**config.mk**
```make
export PLATFORM = sky130hd
export DESIGN_NAME = vic_top
export DESIGN_NICKNAME = d
export VERILOG_FILES = /design/src/vic_pkg.sv /design/src/vic_top.sv
export VERILOG_INCLUDE_DIRS = /design/src
export SDC_FILE = /design/constraint.sdc
export NUM_CORES = 1
export LEC_CHECK = 0
export BUFFER_PORTS_ARGS = -buffer_cell sky130_fd_sc_hd__buf_2
export CAP_MARGIN = 20
export CORE_ASPECT_RATIO = 0.9
export CORE_UTILIZATION = 35
export DETAILED_ROUTE_END_ITERATION = 10
export GPL_ROUTABILITY_DRIVEN = 0
export PLACE_DENSITY_LB_ADDON = 0.1
export SLEW_MARGIN = 10
export SYNTH_ARGS = -nofsm -noshare
export SYNTH_HDL_FRONTEND = slang
export SYNTH_SLANG_ARGS = --single-unit
```
**constraint.sdc**
```tcl
create_clock -name clk_sys -period 2.5 [get_ports clk_sys]
set_input_delay 0.25 -clock clk_sys [delete_from_list [all_inputs] [get_ports clk_sys]]
set_output_delay 0.25 -clock clk_sys [all_outputs]
set_load 0.05 [all_outputs]
```
**src/vic_defs.svh**
```systemverilog
// constants of the vectored interrupt controller
`ifndef VIC_DEFS_SVH
`define VIC_DEFS_SVH

// register offsets
`define VIC_ADDR_FLAG0    4'h0
`define VIC_ADDR_MASK0    4'h3
`define VIC_ADDR_ENAB0    4'h6
`define VIC_ADDR_EXTMODE0 4'h9
`define VIC_ADDR_EXTMODE1 4'hA
`define VIC_ADDR_KEYMODE  4'hB
`define VIC_ADDR_CTRL     4'hC
`define VIC_ADDR_STATUS   4'hD

// reset values
`define VIC_FLAG_RST      21'h000000
`define VIC_MASK_RST      21'h1FFFFF
`define VIC_ENAB_RST      21'h000000
`define VIC_EXTMODE_RST   8'h00
`define VIC_KEYMODE_RST   8'h00
`define VIC_CTRL_RST      2'h0

// control register fields
`define VIC_CTRL_WDT_NMI  0
`define VIC_CTRL_CASCADE  1

// source count and bytes per flag group
`define VIC_NSRC          21
`define VIC_NBYTE         3

// default priorities, 0 highest
`define VIC_PRI_WDT       0
`define VIC_PRI_PIN0      1
`define VIC_PRI_REMEDGE   5
`define VIC_PRI_RXSERA    6
`define VIC_PRI_SERB      7
`define VIC_PRI_UARTTX    8
`define VIC_PRI_WATCHINT  9
`define VIC_PRI_T16       10
`define VIC_PRI_T8A       11
`define VIC_PRI_T8B       12
`define VIC_PRI_T8C       13
`define VIC_PRI_CONV      14
`define VIC_PRI_WATCHOVF  15
`define VIC_PRI_KEY       16
`define VIC_PRI_REMERR    17
`define VIC_PRI_REMGUIDE  18
`define VIC_PRI_REMRX     19
`define VIC_PRI_REMSHIFT  20

// vectors: maskable entry is base plus twice the priority
`define VIC_VEC_NMI       16'h0004
`define VIC_VEC_BASE      16'h0004
`define VIC_VEC_RST       16'h0000

`endif

```
**src/vic_pkg.sv**
```systemverilog
// types shared by the vectored interrupt controller
package vic_pkg;
    typedef logic [20:0] vic_src_type;
    typedef logic [4:0]  vic_prio_type;
    typedef logic [3:0]  vic_addr_type;
    typedef logic [7:0]  vic_byte_type;
    typedef logic [15:0] vic_vec_type;
    typedef enum logic [1:0] {
        VIC_EDGE_FALL,
        VIC_EDGE_RISE,
        VIC_EDGE_NONE,
        VIC_EDGE_BOTH
    } vic_edge_type;
endpackage

```
**src/vic_top.sv**
```systemverilog
// vectored interrupt controller: flags, priority and vector
//
// Notes on behaviour
// - non-maskable request is taken even with interrupts globally off.
// - non-maskable request beats every maskable one and skips priority arbitration.
// - standby release rises for a non-maskable or any unmasked maskable request.
// - only the watchdog overflow in watchdog mode is non-maskable, vector 0004h.
// - watchdog overflow feeds the non-maskable or the maskable request, never both.
// - 5 external and 16 internal maskable sources, 21 sources in all.
// - simultaneous maskable requests are served in fixed default priority order.
// - priority 0 is highest and priority 20 is lowest.
// - watchdog overflow in interval timer mode has priority 0.
// - the four pin edge requests take priorities 1 to 4 in pin order.
// - remote edge at 5 up to watch overflow at 15 map to vectors 000eh..0022h.
// - uart receive done and serial a transfer done share priority 6.
// - serial b done is 7, uart transmit done 8, watch interval 9.
// - timer matches take 10 to 13; 12 uses the 16-bit match when cascaded.
// - conversion done is priority 14, watch overflow is priority 15.
// - key return is an external source at priority 16, vector 0024h.
// - remote error, guide pulse, receive done, shift read take 17 to 20, 0026h..002ch.
// - each source has request, enable and mask flags; a set mask blocks service.
// - edge modes pick the pin edge behaviour, key return mode picks key lines.
//
// Local design decisions: the placing of the registers and the plain strobed port.
`timescale 1ns/1ps
`include "vic_defs.svh"

module vic_top (
    input  wire logic                clk_sys,                // system clock
    input  wire logic                arst_n,                 // async reset
    input  wire vic_pkg::vic_addr_type reg_addr,             // register address
    input  wire vic_pkg::vic_byte_type reg_wdata,            // register write data
    input  wire logic                reg_we,                 // register write strobe
    input  wire logic                reg_re,                 // register read strobe
    output vic_pkg::vic_byte_type    reg_rdata,              // read data, cycle after strobe
    input  wire logic                watchdog_irq,           // watchdog overflow pulse
    input  wire logic                pin_edge_irq_0,         // external pin 0 level
    input  wire logic                pin_edge_irq_1,         // external pin 1 level
    input  wire logic                pin_edge_irq_2,         // external pin 2 level
    input  wire logic                pin_edge_irq_3,         // external pin 3 level
    input  wire logic                remote_edge_irq,        // remote receiver edge pulse
    input  wire logic                uart_rx_done_irq,       // uart receive done pulse
    input  wire logic                serial_a_xfer_done_irq, // serial a transfer end pulse
    input  wire logic                serial_b_xfer_done_irq, // serial b transfer end pulse
    input  wire logic                uart_tx_done_irq,       // uart transmit end pulse
    input  wire logic                watch_interval_irq,     // watch interval pulse
    input  wire logic                timer16_match_irq,      // 16-bit timer match pulse
    input  wire logic                timer8a_match_irq,      // 8-bit timer a match pulse
    input  wire logic                timer8b_match_irq,      // 8-bit timer b match pulse
    input  wire logic                cascade_match_irq,      // cascaded 16-bit match pulse
    input  wire logic                timer8c_match_irq,      // 8-bit timer c match pulse
    input  wire logic                conversion_done_irq,    // conversion end pulse
    input  wire logic                watch_overflow_irq,     // watch overflow pulse
    input  wire logic [7:0]          key_lines,              // key return port levels
    input  wire logic                remote_error_irq,       // remote receive error pulse
    input  wire logic                remote_guide_pulse_irq, // remote guide pulse
    input  wire logic                remote_rx_done_irq,     // remote receive done pulse
    input  wire logic                remote_shift_read_irq,  // remote shift read pulse
    input  wire logic                cpu_int_enable,         // cpu global interrupt enable
    input  wire logic                cpu_ack,                // cpu acknowledge pulse
    output logic                     nmi_req,                // non-maskable request level
    output logic                     irq_req,                // maskable request level
    output vic_pkg::vic_vec_type     vector_addr,            // vector table address
    output logic                     standby_release         // wake from halt or stop
);
    import vic_pkg::*;

    vic_src_type  flag_reg;
    vic_src_type  flag_next;
    vic_src_type  mask_reg;
    vic_src_type  enab_reg;
    vic_byte_type ext_mode_0_reg;
    vic_byte_type ext_mode_1_reg;
    vic_byte_type key_return_mode_reg;
    logic [1:0]   ctrl_reg;
    logic         nmi_pend_reg;
    vic_prio_type win_reg;
    vic_src_type  src_ev;
    vic_src_type  ack_clr;
    vic_src_type  svc;
    logic [3:0]   pin_prev_reg;
    logic [3:0]   pin_cur;
    logic [3:0]   pin_hit;
    logic [7:0]   key_prev_reg;
    logic         key_hit;
    logic         wdt_nmi_mode;
    logic         nmi_ev;

    // edge test under a two-bit mode
    function automatic logic edge_hit(input vic_edge_type m, input logic p, input logic c);
        logic r;
        r = 1'b0;
        unique case (m)
            VIC_EDGE_FALL: r = p & ~c;
            VIC_EDGE_RISE: r = ~p & c;
            VIC_EDGE_NONE: r = 1'b0;
            VIC_EDGE_BOTH: r = p ^ c;
        endcase
        return r;
    endfunction

    // lowest set index wins
    function automatic vic_prio_type first_set(input vic_src_type v);
        vic_prio_type r;
        r = 5'h00;
        for (int i = `VIC_NSRC - 1; i >= 0; i--) begin
            if (v[i]) begin
                r = vic_prio_type'(i);
            end
        end
        return r;
    endfunction

    // byte view of a flag group; unused top bits read zero
    function automatic vic_byte_type grp_rd(input vic_src_type v, input int b);
        logic [23:0] w;
        w = {3'h0, v};
        return w[b*8 +: 8];
    endfunction

    // byte write into a flag group
    function automatic vic_src_type grp_wr(input vic_src_type v, input vic_addr_type base,
                                           input vic_addr_type a, input vic_byte_type d,
                                           input logic we);
        logic [23:0] w;
        w = {3'h0, v};
        for (int b = 0; b < `VIC_NBYTE; b++) begin
            if (we && a == base + vic_addr_type'(b)) begin
                w[b*8 +: 8] = d;
            end
        end
        return w[20:0];
    endfunction

    assign wdt_nmi_mode = ctrl_reg[`VIC_CTRL_WDT_NMI];
    // one overflow goes to exactly one of the two watchdog requests
    assign nmi_ev = watchdog_irq & wdt_nmi_mode;

    // pin edges: pins 0-1 in mode register 0, pins 2-3 in mode register 1
    assign pin_cur = {pin_edge_irq_3, pin_edge_irq_2, pin_edge_irq_1, pin_edge_irq_0};
    genvar g;
    generate
        for (g = 0; g < 4; g++) begin : g_pin
            logic [1:0] mode;
            assign mode = (g < 2) ? ext_mode_0_reg[(g % 2)*2 +: 2] : ext_mode_1_reg[(g % 2)*2 +: 2];
            assign pin_hit[g] = edge_hit(vic_edge_type'(mode), pin_prev_reg[g], pin_cur[g]);
        end
    endgenerate

    // key return: falling edge on any selected line
    assign key_hit = |(key_prev_reg & ~key_lines & key_return_mode_reg);

    // previous levels for the edge detectors
    always_ff @(posedge clk_sys or negedge arst_n) begin
        if (!arst_n) begin
            pin_prev_reg <= 4'h0;
            key_prev_reg <= 8'h00;
        end else begin
            pin_prev_reg <= pin_cur;
            key_prev_reg <= key_lines;
        end
    end

    // source events gathered by default priority index
    always_comb begin
        src_ev                      = '0;
        src_ev[`VIC_PRI_WDT]        = watchdog_irq & ~wdt_nmi_mode;
        src_ev[`VIC_PRI_PIN0 +: 4]  = pin_hit;
        src_ev[`VIC_PRI_REMEDGE]    = remote_edge_irq;
        src_ev[`VIC_PRI_RXSERA]     = uart_rx_done_irq | serial_a_xfer_done_irq;
        src_ev[`VIC_PRI_SERB]       = serial_b_xfer_done_irq;
        src_ev[`VIC_PRI_UARTTX]     = uart_tx_done_irq;
        src_ev[`VIC_PRI_WATCHINT]   = watch_interval_irq;
        src_ev[`VIC_PRI_T16]        = timer16_match_irq;
        src_ev[`VIC_PRI_T8A]        = timer8a_match_irq;
        src_ev[`VIC_PRI_T8B]        = ctrl_reg[`VIC_CTRL_CASCADE] ? cascade_match_irq
                                                                  : timer8b_match_irq;
        src_ev[`VIC_PRI_T8C]        = timer8c_match_irq;
        src_ev[`VIC_PRI_CONV]       = conversion_done_irq;
        src_ev[`VIC_PRI_WATCHOVF]   = watch_overflow_irq;
        src_ev[`VIC_PRI_KEY]        = key_hit;
        src_ev[`VIC_PRI_REMERR]     = remote_error_irq;
        src_ev[`VIC_PRI_REMGUIDE]   = remote_guide_pulse_irq;
        src_ev[`VIC_PRI_REMRX]      = remote_rx_done_irq;
        src_ev[`VIC_PRI_REMSHIFT]   = remote_shift_read_irq;
    end

    // acknowledge clears the source just taken
    always_comb begin
        ack_clr = '0;
        if (cpu_ack && irq_req && !nmi_req) begin
            ack_clr[win_reg] = 1'b1;
        end
    end

    // request flags: a new event wins over write and acknowledge
    always_comb begin
        flag_next = grp_wr(flag_reg, `VIC_ADDR_FLAG0, reg_addr, reg_wdata, reg_we);
        flag_next = (flag_next & ~ack_clr) | src_ev;
    end

    always_ff @(posedge clk_sys or negedge arst_n) begin
        if (!arst_n) begin
            flag_reg <= `VIC_FLAG_RST;
        end else begin
            flag_reg <= flag_next;
        end
    end

    // mask and enable flags, software only
    always_ff @(posedge clk_sys or negedge arst_n) begin
        if (!arst_n) begin
            mask_reg <= `VIC_MASK_RST;
            enab_reg <= `VIC_ENAB_RST;
        end else begin
            mask_reg <= grp_wr(mask_reg, `VIC_ADDR_MASK0, reg_addr, reg_wdata, reg_we);
            enab_reg <= grp_wr(enab_reg, `VIC_ADDR_ENAB0, reg_addr, reg_wdata, reg_we);
        end
    end

    // mode and control registers
    always_ff @(posedge clk_sys or negedge arst_n) begin
        if (!arst_n) begin
            ext_mode_0_reg      <= `VIC_EXTMODE_RST;
            ext_mode_1_reg      <= `VIC_EXTMODE_RST;
            key_return_mode_reg <= `VIC_KEYMODE_RST;
            ctrl_reg            <= `VIC_CTRL_RST;
        end else if (reg_we) begin
            unique case (reg_addr)
                `VIC_ADDR_EXTMODE0: ext_mode_0_reg      <= reg_wdata;
                `VIC_ADDR_EXTMODE1: ext_mode_1_reg      <= reg_wdata;
                `VIC_ADDR_KEYMODE:  key_return_mode_reg <= reg_wdata;
                `VIC_ADDR_CTRL:     ctrl_reg            <= reg_wdata[1:0];
                default: ;
            endcase
        end
    end

    // non-maskable pending: set wins over acknowledge
    always_ff @(posedge clk_sys or negedge arst_n) begin
        if (!arst_n) begin
            nmi_pend_reg <= 1'b0;
        end else if (nmi_ev) begin
            nmi_pend_reg <= 1'b1;
        end else if (cpu_ack && nmi_req) begin
            nmi_pend_reg <= 1'b0;
        end
    end

    // serviceable sources: flag set, enabled and not masked
    assign svc = flag_reg & enab_reg & ~mask_reg;

    // registered request and vector; dropped a cycle after acknowledge so a cleared flag is not re-offered
    always_ff @(posedge clk_sys or negedge arst_n) begin
        if (!arst_n) begin
            nmi_req     <= 1'b0;
            irq_req     <= 1'b0;
            win_reg     <= 5'h00;
            vector_addr <= `VIC_VEC_RST;
        end else if (cpu_ack) begin
            nmi_req <= 1'b0;
            irq_req <= 1'b0;
        end else if (nmi_pend_reg) begin
            nmi_req     <= 1'b1;
            irq_req     <= 1'b0;
            vector_addr <= `VIC_VEC_NMI;
        end else begin
            nmi_req     <= 1'b0;
            irq_req     <= |svc & cpu_int_enable;
            win_reg     <= first_set(svc);
            vector_addr <= `VIC_VEC_BASE + {10'h000, first_set(svc), 1'b0};
        end
    end

    // standby release ignores enables: any unmasked request wakes the core
    always_ff @(posedge clk_sys or negedge arst_n) begin
        if (!arst_n) begin
            standby_release <= 1'b0;
        end else begin
            standby_release <= nmi_pend_reg | (|(flag_reg & ~mask_reg));
        end
    end

    // read data stand one cycle after the strobe, else zero
    always_ff @(posedge clk_sys or negedge arst_n) begin
        if (!arst_n) begin
            reg_rdata <= 8'h00;
        end else if (reg_re) begin
            unique case (reg_addr)
                4'h0, 4'h1, 4'h2:   reg_rdata <= grp_rd(flag_reg, int'(reg_addr - `VIC_ADDR_FLAG0));
                4'h3, 4'h4, 4'h5:   reg_rdata <= grp_rd(mask_reg, int'(reg_addr - `VIC_ADDR_MASK0));
                4'h6, 4'h7, 4'h8:   reg_rdata <= grp_rd(enab_reg, int'(reg_addr - `VIC_ADDR_ENAB0));
                `VIC_ADDR_EXTMODE0: reg_rdata <= ext_mode_0_reg;
                `VIC_ADDR_EXTMODE1: reg_rdata <= ext_mode_1_reg;
                `VIC_ADDR_KEYMODE:  reg_rdata <= key_return_mode_reg;
                `VIC_ADDR_CTRL:     reg_rdata <= {6'h00, ctrl_reg};
                `VIC_ADDR_STATUS:   reg_rdata <= {win_reg, standby_release, irq_req, nmi_pend_reg};
                default:            reg_rdata <= 8'h00;
            endcase
        end else begin
            reg_rdata <= 8'h00;
        end
    end

endmodule

```
==> flow_summary.toml <==
[power_and_ir_drop]
p_leak_uw = 0.003562
peakVddDrop_v = 0.0004465
powerDensity_mw_per_mm2 = 897.6

[yosys]
synthTopCellsByCount = "dfrtp_1, mux2_2, nor2_1"
netlist_area_mm2 = 0.006720
syn_area_per_cell_um2 = 10.62
async_flop_share_pct = 100.0
yosys-top-cells-area = "dfrtp_1, mux2_2, dfstp_2"
synth_mux_area_share_pct = 17.69
synth_xor_area_share_pct = 0.1303
ys_seq_area_share_pct = 46.56
yosysMostFrequentCell = "dfrtp_1"
synth_compound_area_share_pct = 12.20
synth_top_area_cell = "dfrtp_1"
synth_top_family_by_area = "multiplexers"
synth_enable_flop_cells = 0
synthFlopType = "dfrtp_1"
synthAdderAreaFrac_pct = 2.793
yosys.cell_types.count = 55
ys_ff_latch = 124
synth-simple-area-share_pct = 15.32
yosys_warnings = 0
syn-instance-count = 633
synth_top_area_share_pct = 38.35

[cells_and_area]
seq_area_mm2 = 0.003129
fin_nets = 769
antenna_cells = 0
fill_cells = 1807
drive_gt1_share_pct = 28.65
area_delta_synth_final_pct = 18.73
utilization_pct = 42.94
multi_input_area_mm2 = 0.003272

[timing]
final.setup.worst_slack_ns = 0.3882
finalSetupViolCount = 0
relSlewSlack_pct = 55.53
tightest_slew_ns = 0.6670
skew_ns = 0.01093
maxSlewViolCount = 0
setup_tns_ns = 0
fin_hold_ws_ns = 0.01621
finalHoldViolations = 0
period_share_pct = 84.47
rsz0062_at_grt = "no"
fin_crit_ns = 2.112
max_freq_ghz = 0.4735

[clock_tree]
clk_latency_ns = 0.43
clk_pin_slew_ns = 0.06
hold_buffers = 13
cts-root-buf = "clkbuf_16"
cts_buffer_depth = 2
clkSinkCount = 124
post_cts_resized = 0
cts_tree = "yes"
post-cts-setup-buffers = 0
cts_made_buffers = 17
htreeDepth = 4

[detailed_routing]
dr.pass1.iters = 7
drc = 0
wire_per_inst_um = 22.72
ant_nets = 0
wl_um = 21900
viasPerCell = 5.574
route.vias.total = 5373
drt-initial-drc-count = 497

[min_path]
hp-class = "in -> reg"

[global_routing]
grt_util_all_layers_pct = 23.38
overflow = 0
grt_pass1_wl_um = 33480
grt_max_degree = 48
grt_pass1_vias = 5397
antenna_found_initial = 0

[setup_path]
cp-end-kind = "flip-flop"
crit_type = "reg -> reg"
cp-start-kind = "flip-flop"
arrival_ns = 2.46
critPathMaxFanout = 3
required_ns = 2.84

[placement]
hpwl_um = 16440
pre_cts_ws_ns = 0.2777
port_buffers = 64

[floorplan]
die_area_mm2 = 0.01976
coreArea_mm2 = 0.01858
rows = 47
io_pins = 75
die-width_um = 148.1
die_height_um = 133.5
initial_utilization_pct = 36.16

[job]
maxCapViolCount = 0

[run_status]
run_status = "finished, final reports clean"
cell usage in the layout (no fill, tap or decap), types with 8 or more instances in the layout:
master | synthesis | layout
nor2_1 | 46 | 46
inv_1 | 27 | 27
o22ai_1 | 10 | 10
mux2_2 | 70 | 70
clkbuf_16 | 0 | 17
dfrtp_1 | 103 | 103
ha_1 | 15 | 15
nor2b_1 | 11 | 11
conb_1 | 1 | 10
nand2_1 | 42 | 42
dfstp_2 | 21 | 21
buf_4 | 13 | 11
nand3b_1 | 28 | 28
o21bai_1 | 13 | 13
buf_2 | 12 | 63
a222oi_1 | 8 | 8
o221ai_1 | 9 | 9
a21oi_1 | 22 | 22
mux2i_1 | 40 | 40
a221oi_1 | 12 | 12
nand3_1 | 24 | 24
nor3_1 | 8 | 8
dlygate4sd3_1 | 0 | 13
o21ai_0 | 22 | 22
kinds of logic after synthesis:
kind of cell / count (synthesis)
AO/OA/AOI/OAI: 117
flip-flops: 124
adder cells (fa/ha/maj): 15
other: 1
multiplexers: 110
XOR/XNOR: 1
AND/OR/NAND/NOR: 194
buffers and inverters: 71
area by class of cell:
cell class                 count  area share (%)
clock buffer                  24           5.786
timing repair buffer          89           7.119
multi-input combinational    447           41.01
tap                          245           3.842
sequential                   124           39.22
inverter                      27           1.270
clock inverter                 8           1.756
per-layer routing:
metal  wire length (um)  vias up  global-route usage [%]
met5                  0        -                       0
met4                414        0                   7.274
met3               1660       30                   5.514
met2               9616      230                   34.40
met1              10210     2693                   33.76
li1                   -     2420                       -
worst paths after layout:
| kind | from | end | slack (ns) | cells after the start |
|---|---|---|---|---|
| setup / recovery | mask_reg[14]$_DFFE_PN1P_ | vector_addr[3]$_DFFE_PN0N_ | 0.39 | 9 |
| hold / removal | remote_error_irq | flag_reg[17]$_DFF_PN0_ | 0.02 | 2 |
| setup reg to reg | mask_reg[14]$_DFFE_PN1P_ | vector_addr[3]$_DFFE_PN0N_ | 0.39 | 9 |
| hold reg to reg | vector_addr[1]$_DFFE_PN0N_ | vector_addr[1]$_DFFE_PN0N_ | 0.49 | 2 |
| max in group asynchronous | arst_n | mask_reg[7]$_DFFE_PN1P_ | 1.42 | 3 |
| min in group asynchronous | arst_n | key_prev_reg[5]$_DFF_PN0_ | 0.37 | 2 |
worst max-delay path, cell delays in order, from the launching register on:
cell and delay [ns]:
dfstp_2 0.54, nand3b_1 0.20, nand2_1 0.13, a211o_1 0.25
a21oi_1 0.18, o21ba_2 0.19, nor2_1 0.05, ha_1 0.28
nand2b_1 0.06, o21ai_0 0.16
stage by stage:
step / std cells / power (uW) / cell area [um2]
after floorplan: 642 / 3900 / 6754
final: 964 / 7162 / 7979
after CTS: 964 / 7203 / 7979
after global placement: 919 / 4565 / 7247
after global routing: 964 / 7496 / 7979
after detailed placement: 919 / 4587 / 7247
power by group:
group / leakage, uW / total (uW) / switching, uW / internal, uW
Sequential: 0.00142 / 2860 / 427 / 2430
Combinational: 0.00184 / 1730 / 1020 / 705
Clock: 0.000296 / 2570 / 886 / 1690
No activity file was read; power rests on OpenSTA's default activity.
